<file path="config.mk">
export PLATFORM = sky130hd
export DESIGN_NAME = cpw_pwm_top
export DESIGN_NICKNAME = d
export VERILOG_FILES = /design/src/core/cpw_prescaler.v /design/src/core/cpw_pwm_top.v
export VERILOG_INCLUDE_DIRS = /design/src /design/src/include
export SDC_FILE = /design/constraint.sdc
export NUM_CORES = 1
export LEC_CHECK = 0
export BUFFER_PORTS_ARGS = -buffer_cell sky130_fd_sc_hd__buf_2
export CAP_MARGIN = 20
export CORE_MARGIN = 10
export CORE_UTILIZATION = 40
export CTS_BUF_LIST = sky130_fd_sc_hd__clkbuf_2 sky130_fd_sc_hd__clkbuf_4 sky130_fd_sc_hd__clkbuf_8
export CTS_CLUSTER_SIZE = 40
export DETAILED_ROUTE_END_ITERATION = 10
export PLACE_DENSITY = 0.62
export SLEW_MARGIN = 30
export SYNTH_ARGS = -nofsm -noshare
export SYNTH_HDL_FRONTEND = slang
export SYNTH_SLANG_ARGS = --single-unit
</file>
<file path="constraint.sdc">
create_clock -name clk -period 3.2 [get_ports clk]
set_input_delay 0.16 -clock clk [delete_from_list [all_inputs] [get_ports clk]]
set_output_delay 0.16 -clock clk [all_outputs]
set_load 0.01 [all_outputs]
</file>
<file path="src/include/cpw_consts.vh">
// register offsets, field positions, mode code and reset values for the pwm block
// assumes inclusion by plain name from any design file
`ifndef CPW_CONSTS_VH
`define CPW_CONSTS_VH
`define CPW_OFF_MODULE_CTRL 8'h00
`define CPW_OFF_DUTY_LOW 8'h04
`define CPW_OFF_DUTY_HIGH 8'h08
`define CPW_OFF_PERIOD 8'h0c
`define CPW_OFF_TIMER_CTRL 8'h10
`define CPW_OFF_FLAGS 8'h14
`define CPW_OFF_MASK 8'h18
`define CPW_OFF_PIN_CTRL 8'h1c
`define CPW_OFF_COUNT 8'h20
`define CPW_CTRL_EN_BIT 7
`define CPW_CTRL_FMT_BIT 4
`define CPW_CTRL_MODE_LSB 0
`define CPW_MODE_PWM 4'hf
`define CPW_TCTRL_ON_BIT 7
`define CPW_TCTRL_PRESCALE_LSB 4
`define CPW_TCTRL_SRC_LSB 0
`define CPW_PIN_DIR_BIT 0
`define CPW_PIN_SRC_LSB 1
`define CPW_PIN_SRC_PWM 5'h01
`define CPW_RESET_BYTE 8'h00
`define CPW_RESET_PERIOD 8'hff
`define CPW_RESET_PIN 8'h01
`endif

</file>
<file path="src/core/cpw_prescaler.v">
// prescale divider: one-cycle enable every 2**sel src_tick pulses
// assumes src_tick is a same-clock enable pulse stream
`timescale 1ns/1ps
module cpw_prescaler #(
    parameter WIDTH = 7
) (
    input wire clk,
    input wire rst_n,
    input wire run,
    input wire src_tick,
    input wire [2:0] sel,
    output reg tick
);
    reg [WIDTH-1:0] cnt;
    wire [WIDTH-1:0] mask = ~({WIDTH{1'b1}} << sel);
    always @(posedge clk) begin
        if (!rst_n || !run) begin
            cnt <= {WIDTH{1'b0}};
            tick <= 1'b0;
        end else begin
            tick <= 1'b0;
            if (src_tick) begin
                if ((cnt & mask) == mask) begin
                    cnt <= {WIDTH{1'b0}};
                    tick <= 1'b1;
                end else begin
                    cnt <= cnt + {{(WIDTH-1){1'b0}}, 1'b1};
                end
            end
        end
    end
endmodule

</file>
<file path="src/core/cpw_pwm_top.v">
// pwm capture/compare unit with its period timer and axi4-lite registers
// assumes one 100 MHz clock, synchronous active-low reset, single-beat axi-lite master
//
// Notes on behaviour
// - control value selects pwm mode
// - duty from two bytes, alignment selected
// - timer clock divided by selected prescale
// - timer counts only while on bit set
// - period match sets sticky flag
// - each unit selects its own timer
//
// The implementer's own choices: the placing of the registers and the AXI4-Lite register port.
`timescale 1ns/1ps
`include "cpw_consts.vh"
module cpw_pwm_top (
    input wire clk,
    input wire rst_n,
    input wire [7:0] s_axi_awaddr,
    input wire s_axi_awvalid,
    output reg s_axi_awready,
    input wire [31:0] s_axi_wdata,
    input wire [3:0] s_axi_wstrb,
    input wire s_axi_wvalid,
    output reg s_axi_wready,
    output reg [1:0] s_axi_bresp,
    output reg s_axi_bvalid,
    input wire s_axi_bready,
    input wire [7:0] s_axi_araddr,
    input wire s_axi_arvalid,
    output reg s_axi_arready,
    output reg [31:0] s_axi_rdata,
    output reg [1:0] s_axi_rresp,
    output reg s_axi_rvalid,
    input wire s_axi_rready,
    input wire [1:0] timer_src_tick,
    output reg pin_out,
    output reg pin_oe_n,
    output reg irq
);
    // ------------------------------------------------------------------
    // registers
    // ------------------------------------------------------------------
    reg [7:0] module_control_register;
    reg [7:0] duty_low_byte;
    reg [7:0] duty_high_byte;
    reg [7:0] period_register;
    reg [7:0] period_timer_control;
    reg [7:0] pin_ctrl;
    reg [7:0] flag_mask;
    reg period_match_flag;
    reg [7:0] count;
    reg [1:0] count_frac;
    reg [9:0] duty_latched;
    reg [1:0] src_sync1;
    reg [1:0] src_sync2;

    wire pwm_mode = module_control_register[`CPW_CTRL_EN_BIT] &&
        (module_control_register[`CPW_CTRL_MODE_LSB+3:`CPW_CTRL_MODE_LSB] == `CPW_MODE_PWM);
    wire duty_alignment_select = module_control_register[`CPW_CTRL_FMT_BIT];
    wire timer_on = period_timer_control[`CPW_TCTRL_ON_BIT];
    wire [2:0] prescale_select =
        period_timer_control[`CPW_TCTRL_PRESCALE_LSB+2:`CPW_TCTRL_PRESCALE_LSB];
    wire [1:0] timer_select = period_timer_control[`CPW_TCTRL_SRC_LSB+1:`CPW_TCTRL_SRC_LSB];
    wire pin_direction_bit = pin_ctrl[`CPW_PIN_DIR_BIT];
    wire [4:0] pin_output_source_select = pin_ctrl[`CPW_PIN_SRC_LSB+4:`CPW_PIN_SRC_LSB];

    // ------------------------------------------------------------------
    // duty decode
    // ------------------------------------------------------------------
    // left aligned: high byte holds bits 9..2, low byte bits 7..6 hold 1..0
    function [9:0] duty_value;
        input fmt;
        input [7:0] hi;
        input [7:0] lo;
        begin
            if (fmt)
                duty_value = {hi[1:0], lo};
            else
                duty_value = {hi, lo[7:6]};
        end
    endfunction

    wire [9:0] duty_now = duty_value(duty_alignment_select, duty_high_byte, duty_low_byte);

    // ------------------------------------------------------------------
    // timer source and prescaler
    // ------------------------------------------------------------------
    // sources 0 and 1 are the system clock; 2 and 3 are external ticks, synchronised
    wire [3:0] src_vec = {src_sync2, 1'b1, 1'b1};
    wire base_tick = (timer_select == 2'h0) ? 1'b1 : src_vec[timer_select];
    wire pre_tick;

    cpw_prescaler #(
        .WIDTH(7)
    ) u_pre (
        .clk(clk),
        .rst_n(rst_n),
        .run(timer_on),
        .src_tick(base_tick),
        .sel(prescale_select),
        .tick(pre_tick)
    );

    // 10-bit pwm time base: 8-bit count plus two fraction bits per prescaled tick
    wire [9:0] time_base = {count, count_frac};
    wire at_period = (count == period_register) && (count_frac == 2'h3);

    // ------------------------------------------------------------------
    // axi4-lite slave
    // ------------------------------------------------------------------
    reg aw_held;
    reg w_held;
    reg [7:0] aw_addr;
    reg [7:0] w_data;
    reg w_lane;
    wire do_write = aw_held && w_held && !s_axi_bvalid;
    wire do_read = s_axi_arvalid && s_axi_arready;
    wire flag_read = do_read && (s_axi_araddr == `CPW_OFF_FLAGS);
    wire wr_hit = (aw_addr == `CPW_OFF_MODULE_CTRL) || (aw_addr == `CPW_OFF_DUTY_LOW) ||
        (aw_addr == `CPW_OFF_DUTY_HIGH) || (aw_addr == `CPW_OFF_PERIOD) ||
        (aw_addr == `CPW_OFF_TIMER_CTRL) || (aw_addr == `CPW_OFF_MASK) ||
        (aw_addr == `CPW_OFF_PIN_CTRL) || (aw_addr == `CPW_OFF_FLAGS);
    reg [8:0] rd_word;
    always @* begin
        rd_word = 9'h000;
        case (s_axi_araddr)
            `CPW_OFF_MODULE_CTRL: rd_word = {1'b1, module_control_register};
            `CPW_OFF_DUTY_LOW: rd_word = {1'b1, duty_low_byte};
            `CPW_OFF_DUTY_HIGH: rd_word = {1'b1, duty_high_byte};
            `CPW_OFF_PERIOD: rd_word = {1'b1, period_register};
            `CPW_OFF_TIMER_CTRL: rd_word = {1'b1, period_timer_control};
            `CPW_OFF_FLAGS: rd_word = {1'b1, 7'h00, period_match_flag};
            `CPW_OFF_MASK: rd_word = {1'b1, flag_mask};
            `CPW_OFF_PIN_CTRL: rd_word = {1'b1, pin_ctrl};
            `CPW_OFF_COUNT: rd_word = {1'b1, count};
            default: rd_word = 9'h000;
        endcase
    end

    always @(posedge clk) begin
        if (!rst_n) begin
            s_axi_awready <= 1'b0;
            s_axi_wready <= 1'b0;
            s_axi_bvalid <= 1'b0;
            s_axi_bresp <= 2'h0;
            s_axi_arready <= 1'b0;
            s_axi_rvalid <= 1'b0;
            s_axi_rresp <= 2'h0;
            s_axi_rdata <= 32'h00000000;
            aw_held <= 1'b0;
            w_held <= 1'b0;
            aw_addr <= 8'h00;
            w_data <= 8'h00;
            w_lane <= 1'b0;
            module_control_register <= `CPW_RESET_BYTE;
            duty_low_byte <= `CPW_RESET_BYTE;
            duty_high_byte <= `CPW_RESET_BYTE;
            period_register <= `CPW_RESET_PERIOD;
            period_timer_control <= `CPW_RESET_BYTE;
            pin_ctrl <= `CPW_RESET_PIN;
            flag_mask <= `CPW_RESET_BYTE;
        end else begin
            s_axi_awready <= !aw_held && !s_axi_awready && s_axi_awvalid;
            s_axi_wready <= !w_held && !s_axi_wready && s_axi_wvalid;
            if (s_axi_awvalid && s_axi_awready) begin
                aw_held <= 1'b1;
                aw_addr <= s_axi_awaddr;
            end
            if (s_axi_wvalid && s_axi_wready) begin
                w_held <= 1'b1;
                w_data <= s_axi_wdata[7:0];
                w_lane <= s_axi_wstrb[0];
            end
            if (do_write) begin
                aw_held <= 1'b0;
                w_held <= 1'b0;
                s_axi_bvalid <= 1'b1;
                s_axi_bresp <= wr_hit ? 2'h0 : 2'h2;
                if (w_lane) begin
                    case (aw_addr)
                        `CPW_OFF_MODULE_CTRL: module_control_register <= w_data;
                        `CPW_OFF_DUTY_LOW: duty_low_byte <= w_data;
                        `CPW_OFF_DUTY_HIGH: duty_high_byte <= w_data;
                        `CPW_OFF_PERIOD: period_register <= w_data;
                        `CPW_OFF_TIMER_CTRL: period_timer_control <= w_data;
                        `CPW_OFF_MASK: flag_mask <= w_data;
                        `CPW_OFF_PIN_CTRL: pin_ctrl <= w_data;
                        default: pin_ctrl <= pin_ctrl;
                    endcase
                end
            end else if (s_axi_bvalid && s_axi_bready) begin
                s_axi_bvalid <= 1'b0;
            end
            s_axi_arready <= !s_axi_rvalid && !s_axi_arready && s_axi_arvalid;
            if (do_read) begin
                s_axi_rvalid <= 1'b1;
                s_axi_rdata <= {24'h000000, rd_word[7:0]};
                s_axi_rresp <= rd_word[8] ? 2'h0 : 2'h2;
            end else if (s_axi_rvalid && s_axi_rready) begin
                s_axi_rvalid <= 1'b0;
            end
        end
    end

    // ------------------------------------------------------------------
    // period timer, flag and pwm output
    // ------------------------------------------------------------------
    always @(posedge clk) begin
        if (!rst_n) begin
            src_sync1 <= 2'h0;
            src_sync2 <= 2'h0;
            count <= 8'h00;
            count_frac <= 2'h0;
            duty_latched <= 10'h000;
            period_match_flag <= 1'b0;
            pin_out <= 1'b0;
            pin_oe_n <= 1'b1;
            irq <= 1'b0;
        end else begin
            src_sync1 <= timer_src_tick;
            src_sync2 <= src_sync1;
            if (timer_on && pre_tick) begin
                if (at_period) begin
                    count <= 8'h00;
                    count_frac <= 2'h0;
                    duty_latched <= duty_now;
                    if (pwm_mode)
                        pin_out <= (duty_now != 10'h000);
                end else begin
                    {count, count_frac} <= time_base + 10'h001;
                    if (pwm_mode && (time_base + 10'h001 == duty_latched))
                        pin_out <= 1'b0;
                end
            end
            if (!pwm_mode)
                pin_out <= 1'b0;
            // set beats a clearing read in the same cycle
            if (timer_on && pre_tick && at_period)
                period_match_flag <= 1'b1;
            else if (flag_read)
                period_match_flag <= 1'b0;
            pin_oe_n <= pin_direction_bit ||
                (pin_output_source_select != `CPW_PIN_SRC_PWM);
            irq <= period_match_flag && flag_mask[0];
        end
    end
endmodule

</file>
## After elaboration in Yosys (flattened, before gate mapping)

Index checks and enable logic that the tools add are counted.

| storage, ports and cells | value |
|---|---|
| flip-flop bits (word level) | 128 |
| output and inout port bits | 44 |
| logic and storage cells | 137 |

| operators by class | value |
|---|---|
| add/subtract/negate cells | 2 |
| order comparisons | 1 |
| equality and inequality tests | 21 |
| shifts and indexed selects | 1 |
| mux-type cells | 19 |
| bitwise gates (word level) | 4 |
| reductions and logical operators | 58 |

Operators with widths:

| operator | number |
|---|---|
| $pmux W9 S9 | 1 |
| $eq A8 B5 Y1 const B | 8 |
| $eq A8 B4 Y1 const B | 4 |
| $reduce_and A3 Y1 | 7 |
| $logic_and A1 B1 Y1 | 20 |
| $eq A8 B3 Y1 const B | 2 |
| $logic_not A8 Y1 | 2 |
| $mux W1 | 11 |
| $add A10 B1 Y10 const B | 1 |
| $eq A10 B10 Y1 | 1 |
| $mux W10 | 1 |
| $reduce_bool A10 Y1 | 1 |
| $logic_not A1 Y1 | 9 |
| $logic_or A1 B1 Y1 | 9 |
| $eq A8 B6 Y1 const B | 1 |
| $eq A8 B8 Y1 | 1 |
| $mux W8 | 1 |
| $reduce_bool A2 Y1 | 4 |
| $add A7 B1 Y7 const B | 1 |
| $and A7 B7 Y7 | 1 |
| $eq A7 B7 Y1 | 1 |
| $mux W7 | 1 |
| $not A7 Y7 | 1 |
| $shl A7 B3 Y7 const A | 1 |
| other kinds (10) | 16 |

## Logic depth before layout (Yosys ltp)

Gate-level depths: netlist of the first run.

| logic depth | value |
|---|---|
| depth after elaboration | 9 |
| depth in mapped cells | 9 |
| gate-level depth less buffers | 8 |

## Hierarchy

Synthesis of the first run repeated with hierarchy kept, for this count alone.

| second synthesis, totals | value |
|---|---|
| cells, all modules | 740 |
| area, all modules | 6,408.6 um^2 |

By module, submodules not included:

| module | instances | cells an instance | area an instance (um^2) | sequential area each (um^2) |
|---|---|---|---|---|
| cpw_pwm_top | 1 | 695 | 6,004.5 | 2,362.3 |
| cpw_prescaler | 1 | 45 | 404.1 | 160.2 |

## Worst setup path after synthesis of the first run

OpenSTA, ideal clock, no wires.

| timing | value |
|---|---|
| kind | reg2reg |
| start | reg count_frac[0] |
| end | reg pin_out |
| library setup time | 0.125 ns |
| arrival time | 1.985 ns |
| required time | 3.075 ns |
| slack | 1.090 ns |
| cell stages (with the launch flop) | 10 |
| clock period less this slack | 2.110 ns |
| path through | dfxtp_1 ha_1 and3_4 buf_6 and3_4 a311oi_2 a21oi_1 or4_1 o211ai_1 a211oi_1 |

| between the ends | value |
|---|---|
| word-level cells in the longest chain between the ends | 5 |
| elaborated cells on any way between the ends | 8 |
| those cells by class | 1 x add/sub; 2 x eq/ne; 1 x mux; 4 x reduce/logical |

Ends and longest elaborated chain:

| element | line | text |
|---|---|---|
| start, declared | cpw_pwm_top.v:52 | `reg [1:0] count_frac;` |
| start signal, assigned | cpw_pwm_top.v:230 | `{count, count_frac} <= time_base + 10'h001;` |
| $add A10 B1 Y10 | cpw_pwm_top.v:231 | `if (pwm_mode && (time_base + 10'h001 == duty_latched))` |
| $eq A10 B10 Y1 | cpw_pwm_top.v:231 |  |
| $logic_and A1 B1 Y1 | cpw_pwm_top.v:231 |  |
| $reduce_bool A2 Y1 (no source line) | n/a |  |
| $reduce_and A2 Y1 (no source line) | n/a |  |
| end signal, assigned | cpw_pwm_top.v:228 | `pin_out <= (duty_now != 10'h000);` |
| end, declared | cpw_pwm_top.v:36 | `output reg pin_out,` |

Several ways; a longest one is shown, not always the timed one.
A chain may end at the register's enable or synchronous reset.

## Worst setup path after layout of the first run

Same ends and word-level chain as after synthesis.

==> metrics, run 1 <==
die height 145 um; Final Slew Violations 0; drt total wl 16500 um; Distinct cells, synth 58; area grow syn2layout 13.9%; syn avg cell area around 8.4 um^2; R2R setup slack 920 ps; H-tree Lvls 4; Setup crit end kind flip-flop; largest net degree at the start of global routing roughly 50; Reg2Reg Depth 7; PD cells 454 nW/um^2; Tightest Hold Check Type primary input to flip-flop; GRT Resource Usage Total 15.2%; Clock Latency Late Sink 450 ps; clock skew 8.99 ps; share of cells above drive strength 1 14.0%; hpwl dp ~11000 um; fin area 7160 um^2; Num CTS Buffers 17; Pleak approximately 2.8 nW; IO buf count 51; Pre-antenna DRT Iters 6; placed cell areas 6500 um^2; FP Rows between 40 and 50; Num Clock Sinks approximately 130; global-route wire length before repair 26400 um; Top Metal Used met4; Synth Warn # 0; DIE WIDTH 145 um; Slowest-stage cell, CP or4_1; Critical Path Source Type flip-flop; Slew headroom 45.1%; total gr overflow 0; DIE AREA 21100 um^2; Post-Syn Instances 750; critical path peak fanout 7; final worst setup slack 922 ps; drt wl/cell 16.1 um; status complete, no violations; Post-synth ARST share 0%; met3 wire len 1160 um; Seq/Total Area, Yosys 40.2%; initial antenna violation count 0; # setup viols final 0; Final ANT Viol Nets 0; Synth Register Bits 126; WS Path Type flip-flop to flip-flop; core area about 15000 um^2; met1 wire length around 8000 um; RSZ-0062 raised after global routing no; Worst-path clk slew 70 ps; number of max-cap violations 0; actual slew at the worst max-slew pin 823 ps; hold-critical path endpoint s_axi_rresp[1]$_SDFFE_PN0P_; filler instances 1582; crit share post-route a little under three quarters; synthesized area 6280 um^2; final net count 860; Max IR drop VDD 0.261 mV; Reg-to-Reg End pin_out$_SDFFE_PN0P_; hold_sp s_axi_araddr[0]; Hold Vio Cnt, Final 0; ANT cells 0; data required time at the worst endpoint 3520 ps; Starting Density 41.0%; Hold WS 170 ps; DRC 0; hold depth 4; # IOs 105; WP data arrival 2600 ps; total number of vias 5205; number of flops mapped to enable cells by yosys 0; Most used DFF post-synth dfxtp_1; CTS tree done; Setup Total Neg Slack 0 ps; vias in the first global route 4913; # resized after CTS 0; Core Util, Final 46.7%; Fmax around 0.44 GHz; Iter 0 DRT Violations just over 400; largest buffer count on any clock path 2; CTS root buf clkbuf_8; r2r startpoint count_frac[0]$_SDFFE_PN0P_; via density per instance 5.10; CP Cell Sequence ha_1 > and3_4 > nand3_1 > o21a_1 > or4_1 > o211ai_1 > a211oi_1; fin crit period 2280 ps; pre-CTS setup slack 936 ps; CP peak stage delay 520 ps; RD Place Congestion a little under 0.9; routed wl met2 7200 um
worst max-delay path: cells and delay by family, from the launching register on:
| kind | cells | cell delay, ps |
|---|---|---|
| simple gates | 3 | 920 |
| compound gates | 3 | 500 |
| fa+ha+maj | 1 | 300 |
| flops | 1 | 410 |
through the flow:
stage / power (W) / instances
CTS: 0.00328 / 1020
detailed placement: 0.00178 / 965
floorplan: 0.00175 / 775
global placement: 0.00178 / 965
global route: 0.00337 / 1020
finish: 0.00325 / 1020
cell families after synthesis:
group,Yosys count,synth area share (%)
AOI/OAI and AO/OA,145,16.3
xor gates and xnor gates,22,3.07
adders and majority gates,2,0.398
buffers and inverters,80,7.19
DFF,126,40.2
muxes,49,8.27
other,1,0.0597
and+or+nand+nor,325,24.6
flip-flops by register name (all words and copies together), names as in the netlist, 2 cells and up:
name                     count
duty_latched                10
aw_addr                      8
count                        8
duty_high_byte               8
duty_low_byte                8
flag_mask                    8
module_control_register      8
period_register              8
period_timer_control         8
pin_ctrl                     8
s_axi_rdata                  8
w_data                       8
u_pre.cnt                    7
count_frac                   2
src_sync1                    2
src_sync2                    2
report_power, final:
part / leakage (nW) / switching (W) / internal, W
clock network: 0.217 / 0.000613 / 0.000869
registers: 1.02 / 0.0000204 / 0.00158
logic: 1.56 / 0.0000915 / 0.0000728
total: 2.80 / 0.000725 / 0.00252
how the worst max path moves through the flow:
stage	start	to	slack, ps	cells past startpoint
after detailed placement	count_frac[0]$_SDFFE_PN0P_	pin_out$_SDFFE_PN0P_	940	7
after global placement	count_frac[0]$_SDFFE_PN0P_	pin_out$_SDFFE_PN0P_	970	7
after floorplan	count_frac[0]$_SDFFE_PN0P_	pin_out$_SDFFE_PN0P_	1090	9
after CTS	count_frac[0]$_SDFFE_PN0P_	pin_out$_SDFFE_PN0P_	920	7
final	count_frac[0]$_SDFFE_PN0P_	pin_out$_SDFFE_PN0P_	920	7
after global routing	count_frac[0]$_SDFFE_PN0P_	pin_out$_SDFFE_PN0P_	790	8
layer usage:
layer,up-vias,global-route usage (%)
met5,-,0
met4,0,4.35
met3,16,4.63
met2,143,22.7
met1,2408,20.7
li1,2638,-
cell usage in the layout, fill, tap and decap left out, types with 3 or more instances in the layout:
cell type and instances:
dlygate4sd3_1 24, mux2_2 13, conb_1 26, clkbuf_4 5
mux2i_1 35, nand4_1 6, dfxtp_1 126, nand2_1 167
inv_1 3, nand3_1 35, xnor2_1 16, o21ai_0 32
a22oi_1 5, nor2_1 23, a31oi_1 6, o211a_1 10
bufinv_16 3, nor2b_1 21, and3_1 8, clkbuf_8 20
a21boi_0 56, nor4_1 6, buf_2 51, xor2_1 6
a221oi_1 5, o22ai_1 3, or3_1 4, nand2b_1 5
and2_1 15, nor3_1 11, and3_4 3, nand3b_1 5
buf_4 5, a21oi_1 11
cell type report:
class	instances	area (um^2)	area share, %
tap	211	264	3.69
timing repair buffer	80	533	7.45
clock inverter	6	108	1.50
inverter	3	11.3	0.157
clock buffer	25	313	4.37
multi-input combinational	569	3410	47.6
sequential	126	2520	35.2
synth_stat cells (3+ instances only):
cell / number / share of area (%)
nand2_1: 167 / 10
dfxtp_1: 126 / 40
a21boi_0: 56 / 6.7
mux2i_1: 35 / 5.6
nand3_1: 35 / 2.8
clkbuf_1: 33 / 2.0
o21ai_0: 32 / 2.5
buf_4: 26 / 3.1
nor2_1: 23 / 1.4
nor2b_1: 21 / 2.1
xnor2_1: 16 / 2.2
and2_1: 15 / 1.5
mux2_2: 13 / 2.3
nor3_1: 12 / 0.96
a21oi_1: 11 / 0.88
o211a_1: 10 / 1.6
buf_2: 9 / 0.72
and3_1: 8 / 0.80
a31oi_1: 6 / 0.60
nand4_1: 6 / 0.60
nor4_1: 6 / 0.60
xor2_1: 6 / 0.84
a221oi_1: 5 / 0.70
a22oi_1: 5 / 0.60
nand2b_1: 5 / 0.50
nand3b_1: 5 / 0.60
buf_1: 4 / 0.24
or3_1: 4 / 0.40
and3_4: 3 / 0.54
buf_6: 3 / 0.54
inv_1: 3 / 0.18
o22ai_1: 3 / 0.30
timing repair:
| item | 4_1_cts | 5_1_grt |
|---|---|---|
| hold endpoints to repair | 24 | 0 |
| buffers inserted | 0 | 0 |
| hold buffers | 24 | 0 |
(Power assumes the default switching activity.)
==> inputs of run 2 (changes only) <==
- PLACE_DENSITY: 0.62 -> 0.64
- clock period: 3.2 -> 1.9 ns (I/O delays scaled with it)
==> metrics, run 2 (synthesized netlist as in run 1, its figures left out) <==
final worst setup slack -50.9 ps (-973 ps); hpwl dp 12100 um (+5.3%); Iter 0 DRT Violations 333 (-17%); core area 15300 um^2 (unchanged); Pre-antenna DRT Iters 5 (-1); drt wl/cell 15.9 um (-1.7%); # setup viols final 1 (+1); via density per instance 5.13 (+0.47%); met2 GRT Util 23.6% (+0.89 points); actual slew at the worst max-slew pin 536 ps (-288 ps); Sw Share 24.0% (+1.7 points); # IOs 105 (unchanged); max reg flops 10 (unchanged); CP peak stage delay 400 ps (-120 ps); vias in the first global route 5109 (+4.0%); area of the multi-input gates 3500 um^2 (+2.8%); Num Clock Sinks 126 (unchanged); Core Util, Final 50.1% (+3.4 points); Max IR drop VDD 0.524 mV (+100%); clock skew 8.56 ps (-0.431 ps); CTS root buf clkbuf_8; largest register by flop count duty_latched; delay-heaviest family, CP simple AND/OR/NAND/NOR gates; WP data arrival 2280 ps (-320 ps); Tightest Hold Check Type primary input to flip-flop; most common cell after layout, fill and taps aside nand2_1; H-tree Lvls 4 (unchanged); fin crit period 1950 ps (-327 ps); total gr overflow 0 (unchanged); Slew headroom 64.2% (+19 points); DIE WIDTH 145 um (unchanged); Fmax 0.513 GHz (+17%); Setup crit end kind flip-flop; placed cell areas 6900 um^2 (+6.2%); DRC 0 (unchanged); drt total wl 17000 um (+3.2%); grt met3 use 4.84% (+0.22 points); critical path peak fanout 6 (-1); failing checks negative setup slack; most frequent cells in the layout nand2_1 (165), dfxtp_1 (122), buf_2 (51); DIE AREA 21100 um^2 (unchanged); global routing usage on met1 21.1% (+0.45 points); Hold Vio Cnt, Final 0 (unchanged); final net count 909 (+5.7%); data required time at the worst endpoint 2230 ps (-1290 ps); FP Rows 45 (unchanged); fin area 7670 um^2 (+7.2%); area grow syn2layout 22.2%; largest net degree at the start of global routing 61 (+24%); combinational share of power 5.5% (+0.4 points); crit share post-route 103% (+31 points); Num CTS Buffers 17 (unchanged); number of max-cap violations 0 (unchanged); share of cells above drive strength 1 21.2% (+7.2 points); clock power share 45.2% (-0.4 points); initial antenna violation count 0 (unchanged); RSZ-0062 raised after global routing yes; Reg power frac 49.3% (about the same); crit path buf inv count 0 (unchanged); die height 145 um (unchanged); Clock Latency Late Sink 440 ps (about the same); PD cells 711 nW/um^2 (+57%); GRT Resource Usage Total 15.6% (+0.40 points); Slowest-stage cell, CP or4_1; status finished, violations left; RD Place Congestion 0.859 (-0.60%); total number of vias 5486 (+5.4%); CTS tree done; filler instances 1485 (-6.1%); IO buf count 51 (unchanged); Most common cell on crit path and3_4; Setup Total Neg Slack -50.9 ps (-50.9 ps); Critical Path Source Type flip-flop; Starting Density 41.0% (unchanged); CP Cell Sequence ha_4 > and3_4 > and3_4 > a311oi_2 > a21oi_1 > or4_1 > o211ai_1 > a211oi_1; global-route wire length before repair 27400 um (+3.7%); Final ANT Viol Nets 0 (unchanged); Worst-path clk slew 80 ps (about the same); Final Slew Violations 0 (unchanged); most used routing layer met2; P_sw 0.00131 W (+81%); largest buffer count on any clock path 2 (unchanged); ANT cells 0 (unchanged); FF/Latch Area 2530 um^2 (+0.30%); WS Path Type flip-flop to flip-flop; Internal 0.00415 W (+64%); Pleak 3.08 nW (+10%)
## run 2: changes by cell type in the layout (fill, tap and decap cells not counted), moves of 3 or more
cell      change
a21boi_1      +6
buf_12        +3
dfxtp_1       -4
clkinv_4      +3
clkbuf_4      -4
and2_1        -3
a21boi_0      -6
and2_4        +3
buf_4        +43
nand3_1       -3
dfxtp_2       +3
## run 2: worst paths after layout
check                             startpoint                 endpoint  slack, ps  cells past startpoint
hold reg to reg      src_sync1[1]$_SDFF_PN0_  src_sync2[1]$_SDFF_PN0_        440                      1
setup / recovery  count_frac[0]$_SDFFE_PN0P_     pin_out$_SDFFE_PN0P_        -50                      8
setup reg to reg  count_frac[0]$_SDFFE_PN0P_     pin_out$_SDFFE_PN0P_        -50                      8
hold / removal                         rst_n    u_pre.tick$_SDFF_PP0_         60                      3
## run 2: area by class of cell
cell class / instances / area share (%)
timing repair buffer: 129 / 12.3
clock inverter: 13 / 2.14
inverter: 3 / 0.147
tap: 211 / 3.44
sequential: 126 / 33.0
multi-input combinational: 569 / 45.6
clock buffer: 19 / 3.33
## run 2: worst min-delay path: stages
cell and delay [ps]:
buf_2 210, nand2_1 110, nor2_1 30
## run 2: power groups by stage
stage / registers, W / clock network, W / logic (W)
after floorplan: 0.00273 / 0 / 0.000209
after global placement: 0.00275 / 0 / 0.000252
after detailed placement: 0.00275 / 0 / 0.000253
after CTS: 0.00269 / 0.00251 / 0.000293
after global routing: 0.00270 / 0.00264 / 0.000330
final: 0.00269 / 0.00246 / 0.000301
## run 2: routing by layer
metal	wire, um	vias up
met1	8100	2568
met2	7640	158
met5	0	-
met4	161	0
met3	1070	17
li1	-	2743
## run 2: metrics by stage
| step | hold WS [ps] | power (W) | setup slack [ps] | instances |
|---|---|---|---|---|
| CTS | 40.0 | 0.00549 | -51.9 | 1069 |
| global placement | 302 | 0.00300 | -89.1 | 1011 |
| finish | 59.7 | 0.00546 | -50.9 | 1070 |
| detailed placement | 304 | 0.00301 | -69.6 | 1011 |
| floorplan | 213 | 0.00294 | -75.8 | 775 |
| global route | 58.9 | 0.00567 | -128 | 1070 |
## run 2: timing repair
item	in CTS	in global routing
pin swaps	1	2
endpoints found under the hold margin	24	0
setup buffers	0	1
setup endpoints to repair	1	59
hold buffers	26	0
cloned	0	0
gates resized for setup	2	32
==> inputs of run 3 (changes only) <==
- CORE_MARGIN: 10 -> 5
- PLACE_DENSITY: 0.64 -> 0.62
- REMOVE_ABC_BUFFERS: unset -> 1
- clock period: 1.9 -> 1.92 ns (I/O delays scaled with it)
==> metrics, run 3 (synthesized netlist as in run 1, its figures left out) <==
Starting Density 41.0% (unchanged); pre-CTS setup slack -181 ps (-111 ps); largest net degree at the start of global routing 57 (-6.6%); Hold WS 137 ps (+77.3 ps); DIE AREA 18300 um^2 (-13%); PD cells 711 nW/um^2 (about the same); FF/Latch Area 2530 um^2 (about the same); RD Place Congestion 0.899 (+4.6%); Most common cell on crit path and3_4; total number of vias 5491 (+0.091%); initial antenna violation count 0 (unchanged); Max IR drop VDD 0.514 mV (-2.1%); DIE WIDTH 135 um (-6.9%); die height 135 um (-6.9%); Setup crit end kind flip-flop; number of max-cap violations 0 (unchanged); Num Clock Sinks 126 (unchanged); Final ANT Viol Nets 0 (unchanged); most common cell after layout, fill and taps aside nand2_1; Final Slew Violations 0 (unchanged); area grow syn2layout 23.0%; fin crit period 2000 ps (+50.9 ps); area of the multi-input gates 3530 um^2 (+0.71%); WS Path Type flip-flop to flip-flop; vias in the first global route 5174 (+1.3%); critical path peak fanout 4 (-2); hpwl dp 11900 um (-1.6%); final net count 909 (unchanged); share of cells above drive strength 1 21.6% (+0.37 points); Slew headroom 64.7% (+0.49 points); largest buffer count on any clock path 2 (unchanged); GRT Resource Usage Total 18.3% (+2.7 points); CTS root buf clkbuf_8; Pre-antenna DRT Iters 5 (unchanged); filler instances 1499 (+0.94%); Num CTS Buffers 17 (unchanged); global-route wire length before repair 26600 um (-2.9%); RSZ-0062 raised after global routing yes; failing checks negative setup slack; DRC 0 (unchanged); Tightest Hold Check Type primary input to flip-flop; CP Cell Sequence buf_6 > and3_4 > buf_4 > and3_4 > a311oi_2 > a21oi_1 > or4_1 > o211ai_1 > a211oi_1; # setup viols final 1 (unchanged); final worst setup slack -81.8 ps (-30.9 ps); largest register by flop count duty_latched; actual slew at the worst max-slew pin 529 ps (-7.27 ps); H-tree Lvls 4 (unchanged); Worst-path clk slew 70 ps (about the same); Iter 0 DRT Violations 390 (+17%); drt total wl 16600 um (-2.1%); Hold Vio Cnt, Final 0 (unchanged); status finished, violations left; CP peak stage delay 410 ps (about the same); data required time at the worst endpoint 2240 ps (about the same); Critical Path Source Type flip-flop; Slowest-stage cell, CP or4_1; clock skew 9.87 ps (+1.31 ps); max reg flops 10 (unchanged); ANT cells 0 (unchanged); Clock Latency Late Sink 450 ps (about the same); Core Util, Final 50.5% (+0.35 points); CTS tree done; Pleak 3.06 nW (-0.77%); FP Rows 45 (unchanged); total gr overflow 0 (unchanged); # IOs 105 (unchanged); drt wl/cell 15.5 um (-2.0%); via density per instance 5.14 (+0.18%); crit path buf inv count 2 (+2); delay-heaviest family, CP simple AND/OR/NAND/NOR gates; Fmax 0.500 GHz (-2.5%); most frequent cells in the layout nand2_1 (167), dfxtp_1 (119), a21boi_0 (52); crit share post-route 104% (+1.6 points); WP data arrival 2320 ps (+40 ps); core area 15300 um^2 (unchanged); IO buf count 51 (unchanged)
## run 3: cell count changes in the layout (fill, tap and decap cells not counted), moves of 3 or more
| cell | before | now |
|---|---|---|
| buf_4 | 48 | 43 |
| xnor2_1 | 16 | 13 |
| and2_4 | 3 | 0 |
| dfxtp_1 | 122 | 119 |
| xnor2_2 | 0 | 3 |
| a21boi_1 | 8 | 5 |
| and3_4 | 4 | 7 |
| dfxtp_2 | 3 | 7 |
| buf_6 | 1 | 5 |
## run 3: report_power, final
| part | switching [W] | internal (W) | total (W) |
|---|---|---|---|
| sequential | 0.0000330 | 0.00264 | 0.00267 |
| combinational | 0.000160 | 0.000135 | 0.000295 |
| clock | 0.00109 | 0.00145 | 0.00253 |
| total | 0.00128 | 0.00422 | 0.00550 |
## run 3: what timing repair did
| item | 4_1_cts | 5_1_grt |
|---|---|---|
| hold buffers | 28 | 0 |
| pin swaps | 7 | 7 |
| resized for setup | 7 | 37 |
| setup endpoints to repair | 16 | 49 |
| hold endpoints to repair | 25 | 0 |
| setup buffers | 2 | 1 |
## run 3: path summary, 6_finish.rpt
path / startpoint / to / slack, ps / cells past startpoint
setup / recovery: count_frac[0]$_SDFFE_PN0P_ / pin_out$_SDFFE_PN0P_ / -80 / 9
hold / removal: s_axi_araddr[1] / s_axi_rresp[1]$_SDFFE_PN0P_ / 140 / 4
setup reg to reg: count_frac[0]$_SDFFE_PN0P_ / pin_out$_SDFFE_PN0P_ / -80 / 9
hold reg to reg: aw_held$_SDFFE_PP0P_ / s_axi_awready$_SDFF_PN0_ / 430 / 1
## run 3: per-layer routing
layer	GRT usage, %	wire length [um]	vias to the layer above
met5	0	0	-
met4	5.99	301	0
met3	5.01	1090	27
met2	28.0	7360	179
met1	25.1	7870	2549
li1	-	-	2736
## run 3: cell type report
type,count,area share [%]
Multi-Input combinational cell,569,45.6
Sequential cell,126,32.8
Timing Repair Buffer,129,12.4
Tap cell,211,3.42
Clock buffer,18,3.21
Clock inverter,13,2.48
Inverter,3,0.146
## run 3: worst register-to-register path, stage by stage (launching register included)
cell      delay (ps)
dfxtp_2          340
buf_6            120
and3_4           180
buf_4            140
and3_4           180
a311oi_2         170
a21oi_1           60
or4_1            410
o211ai_1         190
a211oi_1          90
## run 3: per-stage QoR
stage / power (W) / setup TNS [ps] / cell area, um^2 / cells
final: 0.00550 / -81.8 / 7730 / 1069
after global routing: 0.00572 / -339 / 7730 / 1069
after CTS: 0.00554 / -119 / 7600 / 1068
after detailed placement: 0.00297 / -270 / 6840 / 1007
after global placement: 0.00297 / -157 / 6840 / 1007
after floorplan: 0.00283 / -4750 / 5930 / 698
